===== src/wdpr_pkg.sv =====
// shared constants and types for the watchdog, power and reset control block
package wdpr_pkg;
   // register addresses in the special-function-register space
   localparam logic [7:0] POWER_CONTROL_ADDR = 8'h87;
   localparam logic [7:0] WATCHDOG_CONTROL_ADDR = 8'h8f;
   // reset values: ports, stack pointer, every other register except the power-on flag, which resets to POF_RESET
   localparam logic [7:0] PORT_RESET = 8'hff;
   localparam logic [7:0] SP_RESET = 8'h07;
   localparam logic [7:0] SFR_RESET = 8'h00;
   // power_control bit positions
   localparam int POWER_CONTROL_POF = 4;
   localparam int POWER_CONTROL_GF1 = 3;
   localparam int POWER_CONTROL_GF0 = 2;
   localparam int POWER_CONTROL_PD = 1;
   localparam int POWER_CONTROL_IDL = 0;
   // watchdog_control bit positions and writable bits
   localparam int WATCHDOG_CONTROL_WATCHDOG_CLEAR_BIT = 6;
   localparam logic [7:0] WATCHDOG_CONTROL_WMASK = 8'he7;
   // timing: oscillator at 50 MHz, one machine cycle is 12 oscillator periods
   localparam int OSC_PERIOD_NS = 20;
   localparam int MC_OSC_PERIODS = 12;
   localparam logic [2:0] ST_LAST = 3'(MC_OSC_PERIODS / 2 - 1);
   localparam logic [2:0] ST_SAMPLE = 3'h4;
   // watchdog reset pulse length
   localparam int WD_RST_MC = 2;
   localparam logic [4:0] WD_RST_CLKS = 5'(WD_RST_MC * MC_OSC_PERIODS);
   localparam logic [13:0] WD_CNT_LAST = 14'h3fff;
   localparam logic POF_RESET = 1'b1;

   typedef enum logic [1:0] {WDPR_RUN, WDPR_IDLE, WDPR_PDOWN} wdpr_mode_t;

   typedef struct packed {
      logic watchdog_enable_bit;
      logic watchdog_clear_bit;
      logic watchdog_idle_run;
      logic [1:0] rsv;
      logic [2:0] ps;
   } wdpr_watchdog_control_t;

   typedef struct packed {
      logic [2:0] rsv;
      logic power_on_flag;
      logic gf1;
      logic gf0;
      logic pd;
      logic sleep_request_bit;
   } wdpr_power_control_t;
endpackage : wdpr_pkg


===== src/wdpr_ctrl.sv =====
// watchdog timer, power modes and reset sampling of the microcontroller system block
`timescale 1ns/1ns
// How it works
// - watchdog is a prescaler and counter chain run from the system clock
// - timeout with watchdog_enable_bit set raises a full system reset
// - any reset disables the watchdog and clears its counter
// - bit 7 watchdog_enable_bit turns on counting and the timeout reset
// - writing watchdog_clear_bit zeroes counter and prescaler next machine cycle, then self-clears
// - watchdog_idle_run lets the watchdog count in idle; clear halts it there
// - prescale_select picks divide 2,4,8,16,32,64,128,256 by the coded table
// - timeout is 2^14 times prescaler ratio times 12 oscillator periods
// - oscillator clock is halved before internal use
// - sleep_request_bit stops the processor clock, peripherals keep running
// - any interrupt or reset leaves idle mode
// - power_down_bit stops every clock; only a reset leaves power-down
// - power_on_flag set on power-on, software clearable, kept over other resets
// - user_flag_one and user_flag_zero are plain storage bits
// - reset pin sampled at sample_state_slot, must stand high two machine cycles
// - reset pin path ignores short glitches
// - reset loads registers with their documented reset values
module wdpr_ctrl
   import wdpr_pkg::*;
(
   input logic sys_clk,
   input logic rst_n,
   input logic [7:0] reg_addr,
   input logic [7:0] reg_wdata,
   input logic reg_wr,
   input logic reg_rd,
   output logic [7:0] reg_rdata,
   input logic rst_pin,
   input logic irq_any,
   output logic cpu_clk_en,
   output logic periph_clk_en,
   output logic osc_run,
   output logic sys_reset
);

   wdpr_mode_t mode;
   wdpr_watchdog_control_t watchdog_control;
   logic power_on_flag;
   logic gf1;
   logic gf0;
   logic half;
   logic [2:0] st;
   logic osc_en;
   logic mc_tick;
   logic slot;
   logic [1:0] pin_hist;
   logic pin_reset;
   logic [4:0] wd_rst_cnt;
   logic int_reset;
   logic [7:0] presc;
   logic [13:0] wd_cnt;
   logic [7:0] presc_last;
   logic wd_run;
   logic wd_expire;
   logic wr_power_control;
   logic wr_watchdog_control;
   wdpr_power_control_t power_control_view;

   assign wr_power_control = reg_wr && reg_addr == POWER_CONTROL_ADDR;
   assign wr_watchdog_control = reg_wr && reg_addr == WATCHDOG_CONTROL_ADDR;

   ////////////////////////////////////////////////////////////////////////////
   // machine timing
   // oscillator stops
   // the reset pin restarts the oscillator so the pin can be sampled at all
   assign osc_en = mode != WDPR_PDOWN || rst_pin;

   always_ff @(posedge sys_clk) begin
      if (!rst_n) begin
         half <= 1'b0;
      end else if (osc_en) begin
         half <= ~half;
      end
   end

   always_ff @(posedge sys_clk) begin
      if (!rst_n) begin
         st <= 3'h0;
      end else if (osc_en && half) begin
         st <= (st == ST_LAST) ? 3'h0 : st + 3'h1;
      end
   end

   assign mc_tick = osc_en && half && st == ST_LAST;
   assign slot = osc_en && half && st == ST_SAMPLE;

   ////////////////////////////////////////////////////////////////////////////
   // reset sources
   // sample and deglitch
   // a single high sample is a glitch; two consecutive slots make a reset
   always_ff @(posedge sys_clk) begin
      if (!rst_n) begin
         pin_hist <= 2'h0;
      end else if (slot) begin
         pin_hist <= {pin_hist[0], rst_pin};
      end
   end

   always_ff @(posedge sys_clk) begin
      if (!rst_n) begin
         pin_reset <= 1'b0;
      end else begin
         pin_reset <= &pin_hist;
      end
   end

   always_ff @(posedge sys_clk) begin
      if (!rst_n) begin
         wd_rst_cnt <= 5'h0;
      end else if (wd_expire) begin
         wd_rst_cnt <= WD_RST_CLKS;
      end else if (wd_rst_cnt != 5'h0) begin
         wd_rst_cnt <= wd_rst_cnt - 5'h1;
      end
   end

   assign int_reset = pin_reset || wd_rst_cnt != 5'h0;

   ////////////////////////////////////////////////////////////////////////////
   // watchdog
   // prescaler table
   always_comb begin
      unique case (watchdog_control.ps)
         3'b000: presc_last = 8'h01;
         3'b010: presc_last = 8'h03;
         3'b001: presc_last = 8'h07;
         3'b011: presc_last = 8'h0f;
         3'b100: presc_last = 8'h1f;
         3'b101: presc_last = 8'h3f;
         3'b110: presc_last = 8'h7f;
         3'b111: presc_last = 8'hff;
      endcase
   end

   assign wd_run = watchdog_control.watchdog_enable_bit && osc_en && (mode == WDPR_RUN || (mode == WDPR_IDLE && watchdog_control.watchdog_idle_run));

   assign wd_expire = wd_run && mc_tick && !watchdog_control.watchdog_clear_bit && !int_reset && presc == presc_last && wd_cnt == WD_CNT_LAST;

   // divider chain
   // one step per machine cycle, so the 12-period factor comes for free
   always_ff @(posedge sys_clk) begin
      if (!rst_n || int_reset) begin
         presc <= 8'h00;
         wd_cnt <= 14'h0000;
      end else if (watchdog_control.watchdog_clear_bit && mc_tick) begin
         presc <= 8'h00;
         wd_cnt <= 14'h0000;
      end else if (wd_run && mc_tick) begin
         if (presc == presc_last) begin
            presc <= 8'h00;
            wd_cnt <= wd_cnt + 14'h0001;
         end else begin
            presc <= presc + 8'h01;
         end
      end
   end

   ////////////////////////////////////////////////////////////////////////////
   // registers
   // watchdog control register
   always_ff @(posedge sys_clk) begin
      if (!rst_n || int_reset) begin
         watchdog_control <= wdpr_watchdog_control_t'(SFR_RESET);
      end else begin
         if (wr_watchdog_control) begin
            watchdog_control.watchdog_enable_bit <= reg_wdata[7];
            watchdog_control.watchdog_idle_run <= reg_wdata[5];
            watchdog_control.ps <= reg_wdata[2:0];
         end
         // self-clear
         // a new write wins over the automatic clear in the same cycle
         if (wr_watchdog_control && reg_wdata[WATCHDOG_CONTROL_WATCHDOG_CLEAR_BIT]) begin
            watchdog_control.watchdog_clear_bit <= 1'b1;
         end else if (mc_tick) begin
            watchdog_control.watchdog_clear_bit <= 1'b0;
         end
      end
   end

   always_ff @(posedge sys_clk) begin
      if (!rst_n || int_reset) begin
         mode <= WDPR_RUN;
      end else begin
         unique case (mode)
            WDPR_RUN: begin
               if (wr_power_control && reg_wdata[POWER_CONTROL_PD]) begin
                  mode <= WDPR_PDOWN;
               end else if (wr_power_control && reg_wdata[POWER_CONTROL_IDL]) begin
                  mode <= WDPR_IDLE;
               end
            end
            WDPR_IDLE: begin
               if (irq_any) begin
                  mode <= WDPR_RUN;
               end
            end
            WDPR_PDOWN: begin
               mode <= WDPR_PDOWN;
            end
         endcase
      end
   end

   always_ff @(posedge sys_clk) begin
      if (!rst_n) begin
         power_on_flag <= POF_RESET;
      end else if (wr_power_control && !int_reset) begin
         power_on_flag <= reg_wdata[POWER_CONTROL_POF];
      end
   end

   always_ff @(posedge sys_clk) begin
      if (!rst_n || int_reset) begin
         gf1 <= 1'b0;
         gf0 <= 1'b0;
      end else if (wr_power_control) begin
         gf1 <= reg_wdata[POWER_CONTROL_GF1];
         gf0 <= reg_wdata[POWER_CONTROL_GF0];
      end
   end

   always_comb begin
      power_control_view = wdpr_power_control_t'(SFR_RESET);
      power_control_view.power_on_flag = power_on_flag;
      power_control_view.gf1 = gf1;
      power_control_view.gf0 = gf0;
      power_control_view.pd = mode == WDPR_PDOWN;
      power_control_view.sleep_request_bit = mode == WDPR_IDLE;
   end

   // read data stand one cycle only; unmapped reads return zero
   always_ff @(posedge sys_clk) begin
      if (!rst_n) begin
         reg_rdata <= SFR_RESET;
      end else if (reg_rd && reg_addr == POWER_CONTROL_ADDR) begin
         reg_rdata <= power_control_view;
      end else if (reg_rd && reg_addr == WATCHDOG_CONTROL_ADDR) begin
         reg_rdata <= watchdog_control & WATCHDOG_CONTROL_WMASK;
      end else begin
         reg_rdata <= SFR_RESET;
      end
   end

   ////////////////////////////////////////////////////////////////////////////
   // outputs
   always_ff @(posedge sys_clk) begin
      if (!rst_n) begin
         cpu_clk_en <= 1'b1;
         periph_clk_en <= 1'b1;
         osc_run <= 1'b1;
         sys_reset <= 1'b1;
      end else begin
         cpu_clk_en <= mode == WDPR_RUN;
         periph_clk_en <= mode != WDPR_PDOWN;
         osc_run <= osc_en;
         sys_reset <= int_reset;
      end
   end
endmodule : wdpr_ctrl


===== config.mk =====
export PLATFORM = sky130hd
export DESIGN_NAME = wdpr_ctrl
export DESIGN_NICKNAME = d
export VERILOG_FILES = /design/src/wdpr_pkg.sv /design/src/wdpr_ctrl.sv
export SDC_FILE = /design/constraint.sdc
export NUM_CORES = 1
export LEC_CHECK = 0
export BUFFER_PORTS_ARGS = -buffer_cell sky130_fd_sc_hd__buf_2
export CORE_ASPECT_RATIO = 0.75
export CORE_MARGIN = 5
export CORE_UTILIZATION = 50
export DETAILED_ROUTE_END_ITERATION = 16
export GPL_ROUTABILITY_DRIVEN = 0
export PLACE_DENSITY = 0.7
export SLEW_MARGIN = 15
export SYNTH_ARGS = -nofsm -noshare
export SYNTH_HDL_FRONTEND = slang
export SYNTH_SLANG_ARGS = --single-unit

===== constraint.sdc =====
create_clock -name sys_clk -period 3.8 [get_ports sys_clk]
set_input_delay 0.38 -clock sys_clk [delete_from_list [all_inputs] [get_ports sys_clk]]
set_output_delay 0.38 -clock sys_clk [all_outputs]
set_load 0.02 [all_outputs]

==> key figures, run 1 <==
Power and ir drop
  • Switch Pwr: 0.0003917 W
  • Sequential share of power: 45.7%
  • Total power: 0.001559 W
  • Switching share of power: 25.13%
  • Int Power: 0.001167 W
  • Comb pwr share: 12.9%
  • Clock share of power: 41.3%
  • Max rail drop VDD: 0.2829 mV
  • Static leakage: 1.181 nW
  • Cell Pwr Density: 487.4 nW/um^2

Routing
  • DRC viols: 0
  • Drt via density: 5.328
  • Drt wl/cell: 13.64 um
  • Initial DRC Count: 98
  • WL final: 5.702 mm
  • Routed via count: 2,227
  • Antenna-violating nets left: 0
  • Iteration count of the initial detailed-routing pass: 4

Run status
  • Status: finished, final reports clean

Global routing
  • Gr ovfl total: 0
  • Met3 Use GR: 7.280%
  • Vias in the first global route: 2,082
  • Met2 usage: 25.81%
  • GR Layer Usage met1: 24.65%
  • Gr busiest metal: met2
  • Initial antenna violation count: 0
  • Global-route usage over all layers: 17.90%
  • First-pass GRT wire length: 9.687 mm
  • Largest net degree at the start of global routing: 29

Yosys
  • Synth unique cells: 43
  • Synth area leaders: dfxtp_1, xnor2_1, mux2i_1
  • Ys Warns: 0
  • Seq/Total Area, Yosys: 46.57%
  • Leading area contributor after synthesis: dfxtp_1
  • Mean Syn Cell Area: 9.111 sq um
  • Register bit total from synthesis: 64
  • Cells after Synth: 302
  • Mapped Area: 2751 sq um
  • Net count after synthesis: 330
  • Yosys top cell area share: 46.57%

Finish
  • Share of layout cells above drive strength 1: 16.03%
  • Fillers: 480
  • Commonest non-fill, non-tap cell in the layout: dfxtp_1
  • Post-layout nets: 366
  • Diode count: 0
  • Layout area overhead: 16.23%
  • Most frequent cells in the layout: dfxtp_1, buf_2, nor2_1

Clocking
  • Resize count post-CTS: 0
  • Htree depth: 3
  • Clk buf depth: 2
  • CTS buffer count: 9
  • Cts hold-fix bufs: 0
  • Root buffer cell: clkbuf_8
  • Post-CTS Setup Bufs: 0
  • Clk Latency, worst-skew pair: 340 ps
  • Clk slew on worst S/H paths: 70 ps
  • CTS tree: yes
  • TritonCTS Sinks: 64

Timing
  • Post-layout min period: 2805 ps
  • Max Clock Skew: 9.327 ps
  • Final Hold Vio Count: 0
  • Max Clock Freq: 356.5 MHz
  • Max-slew violations: 0
  • Final setup viols: 0
  • Crit share post-route: 73.81%
  • Slew @ Worst Pin: 712.4 ps
  • Slew HR: 52.51%
  • TNS Setup: 0 ps
  • Unrepaired setup endpoints after global routing: no

Setup path
  • Crit path max fanout: 28
  • R2r setup slk: 1000 ps
  • Worst R2R Start: mode[0]
  • WS Path Type: flip-flop to flip-flop
  • R2r endpoint: wd_rst_cnt[1]
  • CP Launch Point: mode[0]
  • Critical path arrival: 3030 ps
  • Critical path launch point type: flip-flop
  • Req. time, crit path: 4030 ps
  • Reg2Reg Depth: 8
  • Crit end category: flip-flop

Place
  • Port Buffers: 33
  • HPWL Detailed: 4.237 mm

Floorplanning
  • Io pins: 34
  • Die X: 95.66 um
  • Die area: 7101 sq um
  • Site Rows: 23
  • Die Height: 74.24 um
  • Core Region: 5353 sq um
  • Effective utilization at floorplan: 51.40%

Hold path
  • Type of the tightest min-delay check: input port to flip-flop
  • Worst Hold End: power_on_flag
  • WHS Path Cells: 3
  • HP Start: reg_wdata[4]

Flow run
  • Maxcap violations: 0
## worst max path at each step
stage / to / slack (ps)
finish: wd_rst_cnt[1] / 1000
global route: wd_cnt[7] / 760
CTS: wd_rst_cnt[1] / 1010
detailed placement: wd_rst_cnt[1] / 1010
global placement: wd_rst_cnt[1] / 1100
floorplan: wd_rst_cnt[1] / 1600
## critical path, cell delays in order, from the launching register on
cell	delay [ps]
dfxtp_1	360
inv_1	80
ha_1	250
nand2b_2	140
nand4_1	100
buf_4	180
or4_1	830
or3_1	540
and3_1	200
## power by group through the flow
stage / logic, W / registers [W] / clock network (W)
floorplan: 0.000139 / 0.000730 / 0
global placement: 0.000201 / 0.000728 / 0
detailed placement: 0.000204 / 0.000727 / 0
CTS: 0.000204 / 0.000713 / 0.000658
global route: 0.000229 / 0.000715 / 0.000689
finish: 0.000202 / 0.000713 / 0.000644
## area by class of cell
class | instances | area, sq um | share of cell area, %
multi-input combinational | 217 | 1375 | 43.00
timing repair buffer | 36 | 187.7 | 5.869
inverter | 10 | 37.54 | 1.174
tap | 75 | 93.84 | 2.934
clock buffer | 12 | 145.1 | 4.538
sequential | 64 | 1281 | 40.06
clock inverter | 4 | 77.57 | 2.426
## state kept, by name, indices dropped and copies added, names as in the netlist, 2 cells and up
register / cells
reg_rdata: 8
wd_rst_cnt: 5
st: 3
mode: 2
pin_hist: 2
watchdog_control: 6
wd_cnt: 14
presc_last: 7
presc: 8
## layer usage
| metal | up-vias | share of wire, % |
|---|---|---|
| li1 | 1154 | - |
| met1 | 1023 | 51 |
| met2 | 46 | 43 |
| met3 | 4 | 5.8 |
| met4 | 0 | 0.72 |
| met5 | - | 0 |
## cell families after synthesis
family / share of synthesized area (%)
muxes: 3.638
buffers and inverters: 3.456
xor gates and xnor gates: 6.322
AOI/OAI and AO/OA: 11.28
adders and majority gates: 2.728
and+or+nand+nor: 26.01
DFF: 46.57
## cell usage after synthesis, drive strengths merged
| cell | n |
|---|---|
| dfxtp | 64 |
| nor2 | 23 |
| a21oi | 19 |
| nand2 | 19 |
| nand3 | 16 |
| xnor2 | 16 |
| o21ai | 14 |
| or3 | 12 |
| and3 | 11 |
| nand4 | 11 |
| inv | 10 |
| mux2i | 10 |
| clkbuf | 8 |
| nor2b | 8 |
| nor3 | 7 |
| ha | 6 |
| or4 | 5 |
| nor4 | 4 |
| o31ai | 4 |
| a211oi | 3 |
| a21boi | 3 |
| buf | 3 |
| nand2b | 3 |
| xor2 | 3 |
| a211o | 2 |
| a31oi | 2 |
| and2 | 2 |
| and3b | 2 |
| a21o | 1 |
| a22oi | 1 |
| and4 | 1 |
| and4bb | 1 |
| nand4b | 1 |
| nor3b | 1 |
| nor4b | 1 |
| o211ai | 1 |
| o21bai | 1 |
| o32a | 1 |
| or2 | 1 |
| or2b | 1 |
## metrics by stage
stage / cell area [sq um] / cells / setup slack (ps) / util [%] / hold WS (ps)
2_1_floorplan: 2751 / 302 / 1600 / - / 429.9
6_report: 3198 / 418 / 995.3 / 59.75 / 258.2
3_3_place_gp: 2975 / 402 / 1101 / 55.59 / 448.4
4_1_cts: 3198 / 418 / 1009 / 59.75 / 247.0
3_5_place_dp: 2975 / 402 / 1013 / 55.59 / 460.1
5_1_grt: 3198 / 418 / 756.2 / 59.75 / 254.2
No activity file was read; power rests on OpenSTA's default activity.
==> run 2: changes to the inputs <==
- PLACE_DENSITY: 0.7 -> 0.73
- clock period: 3.8 -> 2.3 ns (I/O delays scaled with it)
==> run 2 against run 1 <==
Effect of this change:
- setup slack got worse by 940 ps
- die area did not move
- highest routed layer unchanged
- global-route usage rose by 0.70 points
- largest cell class unchanged
==> key figures, run 2 (synthesized netlist as in run 1, its figures left out) <==
Setup path
  • WS Path Type: flip-flop to flip-flop
  • Req. time, crit path: 2580 ps
  • Critical path launch point type: flip-flop
  • Crit end category: flip-flop
  • Critical path arrival: 2520 ps
  • Cells along the critical path: inv_2, ha_4, nand2b_4, nand4_1, or4_4, buf_4, clkbuf_16, or3_1, a21oi_1
  • Crit path max fanout: 14
  • R2r endpoint: wd_cnt[13]
  • Max incr delay on CP: 610 ps
  • CP max-delay cell: or4_4
  • Worst R2R Start: mode[0]
  • Reg2Reg Depth: 9
  • R2r setup slk: 50 ps

Routing
  • WL final: 6.166 mm
  • Routed via count: 2,375
  • Initial DRC Count: 184
  • DRC viols: 0
  • Iteration count of the initial detailed-routing pass: 4
  • Drt wl/cell: 14.24 um
  • Drt via density: 5.485
  • Antenna-violating nets left: 0

Finish
  • Most frequent cells in the layout: dfxtp_1, buf_2, nor2_1
  • Max FFs per register: 14
  • Largest registers: wd_cnt: 14 flops, presc: 8 flops, reg_rdata: 8 flops
  • Fin util: 62.39%
  • Commonest non-fill, non-tap cell in the layout: dfxtp_1
  • Fin cells: 433
  • Share of layout cells above drive strength 1: 21.79%
  • Diode count: 0
  • Layout area overhead: 21.37%
  • Post-layout nets: 381
  • Most flops, register: wd_cnt

Timing
  • Max Clock Freq: 444.9 MHz
  • Final setup viols: 0
  • TNS Setup: 0 ps
  • Worst setup margin: 52.49 ps
  • Max-slew violations: 0
  • Crit share post-route: 97.72%
  • Post-layout min period: 2248 ps
  • Final Hold Vio Count: 0
  • Slew @ Worst Pin: 354.0 ps
  • Slew HR: 76.31%
  • Max Clock Skew: 13.26 ps

Floorplanning
  • Site Rows: 23
  • Die X: 95.66 um
  • Effective utilization at floorplan: 51.40%
  • Die area: 7101 sq um
  • Io pins: 34
  • Core Region: 5353 sq um
  • Die Height: 74.24 um

Clocking
  • Root buffer cell: clkbuf_8
  • Clk Latency, worst-skew pair: 350 ps
  • CTS buffer count: 9
  • Clk buf depth: 2
  • TritonCTS Sinks: 64
  • Htree depth: 3
  • Clk slew on worst S/H paths: 70 ps
  • Cts hold-fix bufs: 0
  • CTS tree: yes

Power and ir drop
  • Clock share of power: 35.4%
  • Switching share of power: 27.55%
  • Max rail drop VDD: 0.4665 mV
  • Total power: 0.002369 W
  • Switch Pwr: 0.0006525 W
  • Sequential share of power: 49.7%
  • Int Power: 0.001716 W
  • Comb pwr share: 14.8%
  • Static leakage: 1.262 nW
  • Cell Pwr Density: 709.3 nW/um^2

Global routing
  • Initial antenna violation count: 0
  • First-pass GRT wire length: 10.02 mm
  • Gr ovfl total: 0
  • Vias in the first global route: 2,193
  • Global-route usage over all layers: 18.60%
  • Largest net degree at the start of global routing: 29

Place
  • HPWL Detailed: 4.251 mm
  • Port Buffers: 33
  • DP Cell Count: 412
  • Pre-CTS setup slack: 6.948 ps

Hold path
  • Type of the tightest min-delay check: input port to flip-flop
  • WHS Path Cells: 3
  • Worst Hold End: power_on_flag
  • HP Start: reg_wdata[4]

Run status
  • Status: finished, final reports clean

Flow run
  • Maxcap violations: 0
-- run 2: final cells by class --
type	instances	area, sq um
multi-input combinational	217	1411
timing repair buffer	51	347.8
fill	468	2013
sequential	64	1282
clock buffer	13	148.9
clock inverter	3	17.52
tap	75	93.84
inverter	10	37.54
-- run 2: per-stage QoR --
step | hold WS (ps) | cell area, sq um
6_report | 103.0 | 3339
5_1_grt | 115.2 | 3339
4_1_cts | 92.36 | 3233
3_5_place_dp | 449.1 | 3063
3_3_place_gp | 444.2 | 3063
2_1_floorplan | 336.5 | 2751
-- run 2: critical path, delay by kind of cell (launching register included) --
family,cells,cell delay [ps]
buf+inv,3,380
flops,1,330
simple gates,4,1160
fa+ha+maj,1,160
compound gates,1,140
-- run 2: timing repair --
item	in CTS	in global routing
buffers inserted	0	3
resized for setup	1	10
pin swaps	0	6
setup endpoints to repair	1	8
cloned	0	2
-- run 2: layer usage --
layer | vias to the layer above | track usage, % | share of wire, %
met3 | 10 | 8.089 | 7.7
met2 | 71 | 26.89 | 45
met4 | 0 | 7.571 | 1.5
met5 | - | 0 | 0
met1 | 1113 | 24.44 | 46
li1 | 1181 | - | -
-- run 2: how the worst max path moves through the flow --
stage	start	end	cells after the start
floorplan	mode[0]	wd_rst_cnt[1]	8
global placement	mode[0]	wd_rst_cnt[1]	8
detailed placement	mode[0]	wd_rst_cnt[1]	8
CTS	mode[0]	wd_rst_cnt[1]	8
global route	mode[0]	wd_cnt[10]	8
finish	mode[0]	wd_cnt[13]	9
-- run 2: power groups by stage --
stage	Combinational [W]	Sequential (W)	Clock, W
CTS	0.000353	0.00118	0.000854
detailed placement	0.000352	0.00120	0
floorplan	0.000230	0.00121	0
global placement	0.000346	0.00120	0
finish	0.000351	0.00118	0.000839
global route	0.000389	0.00118	0.000902
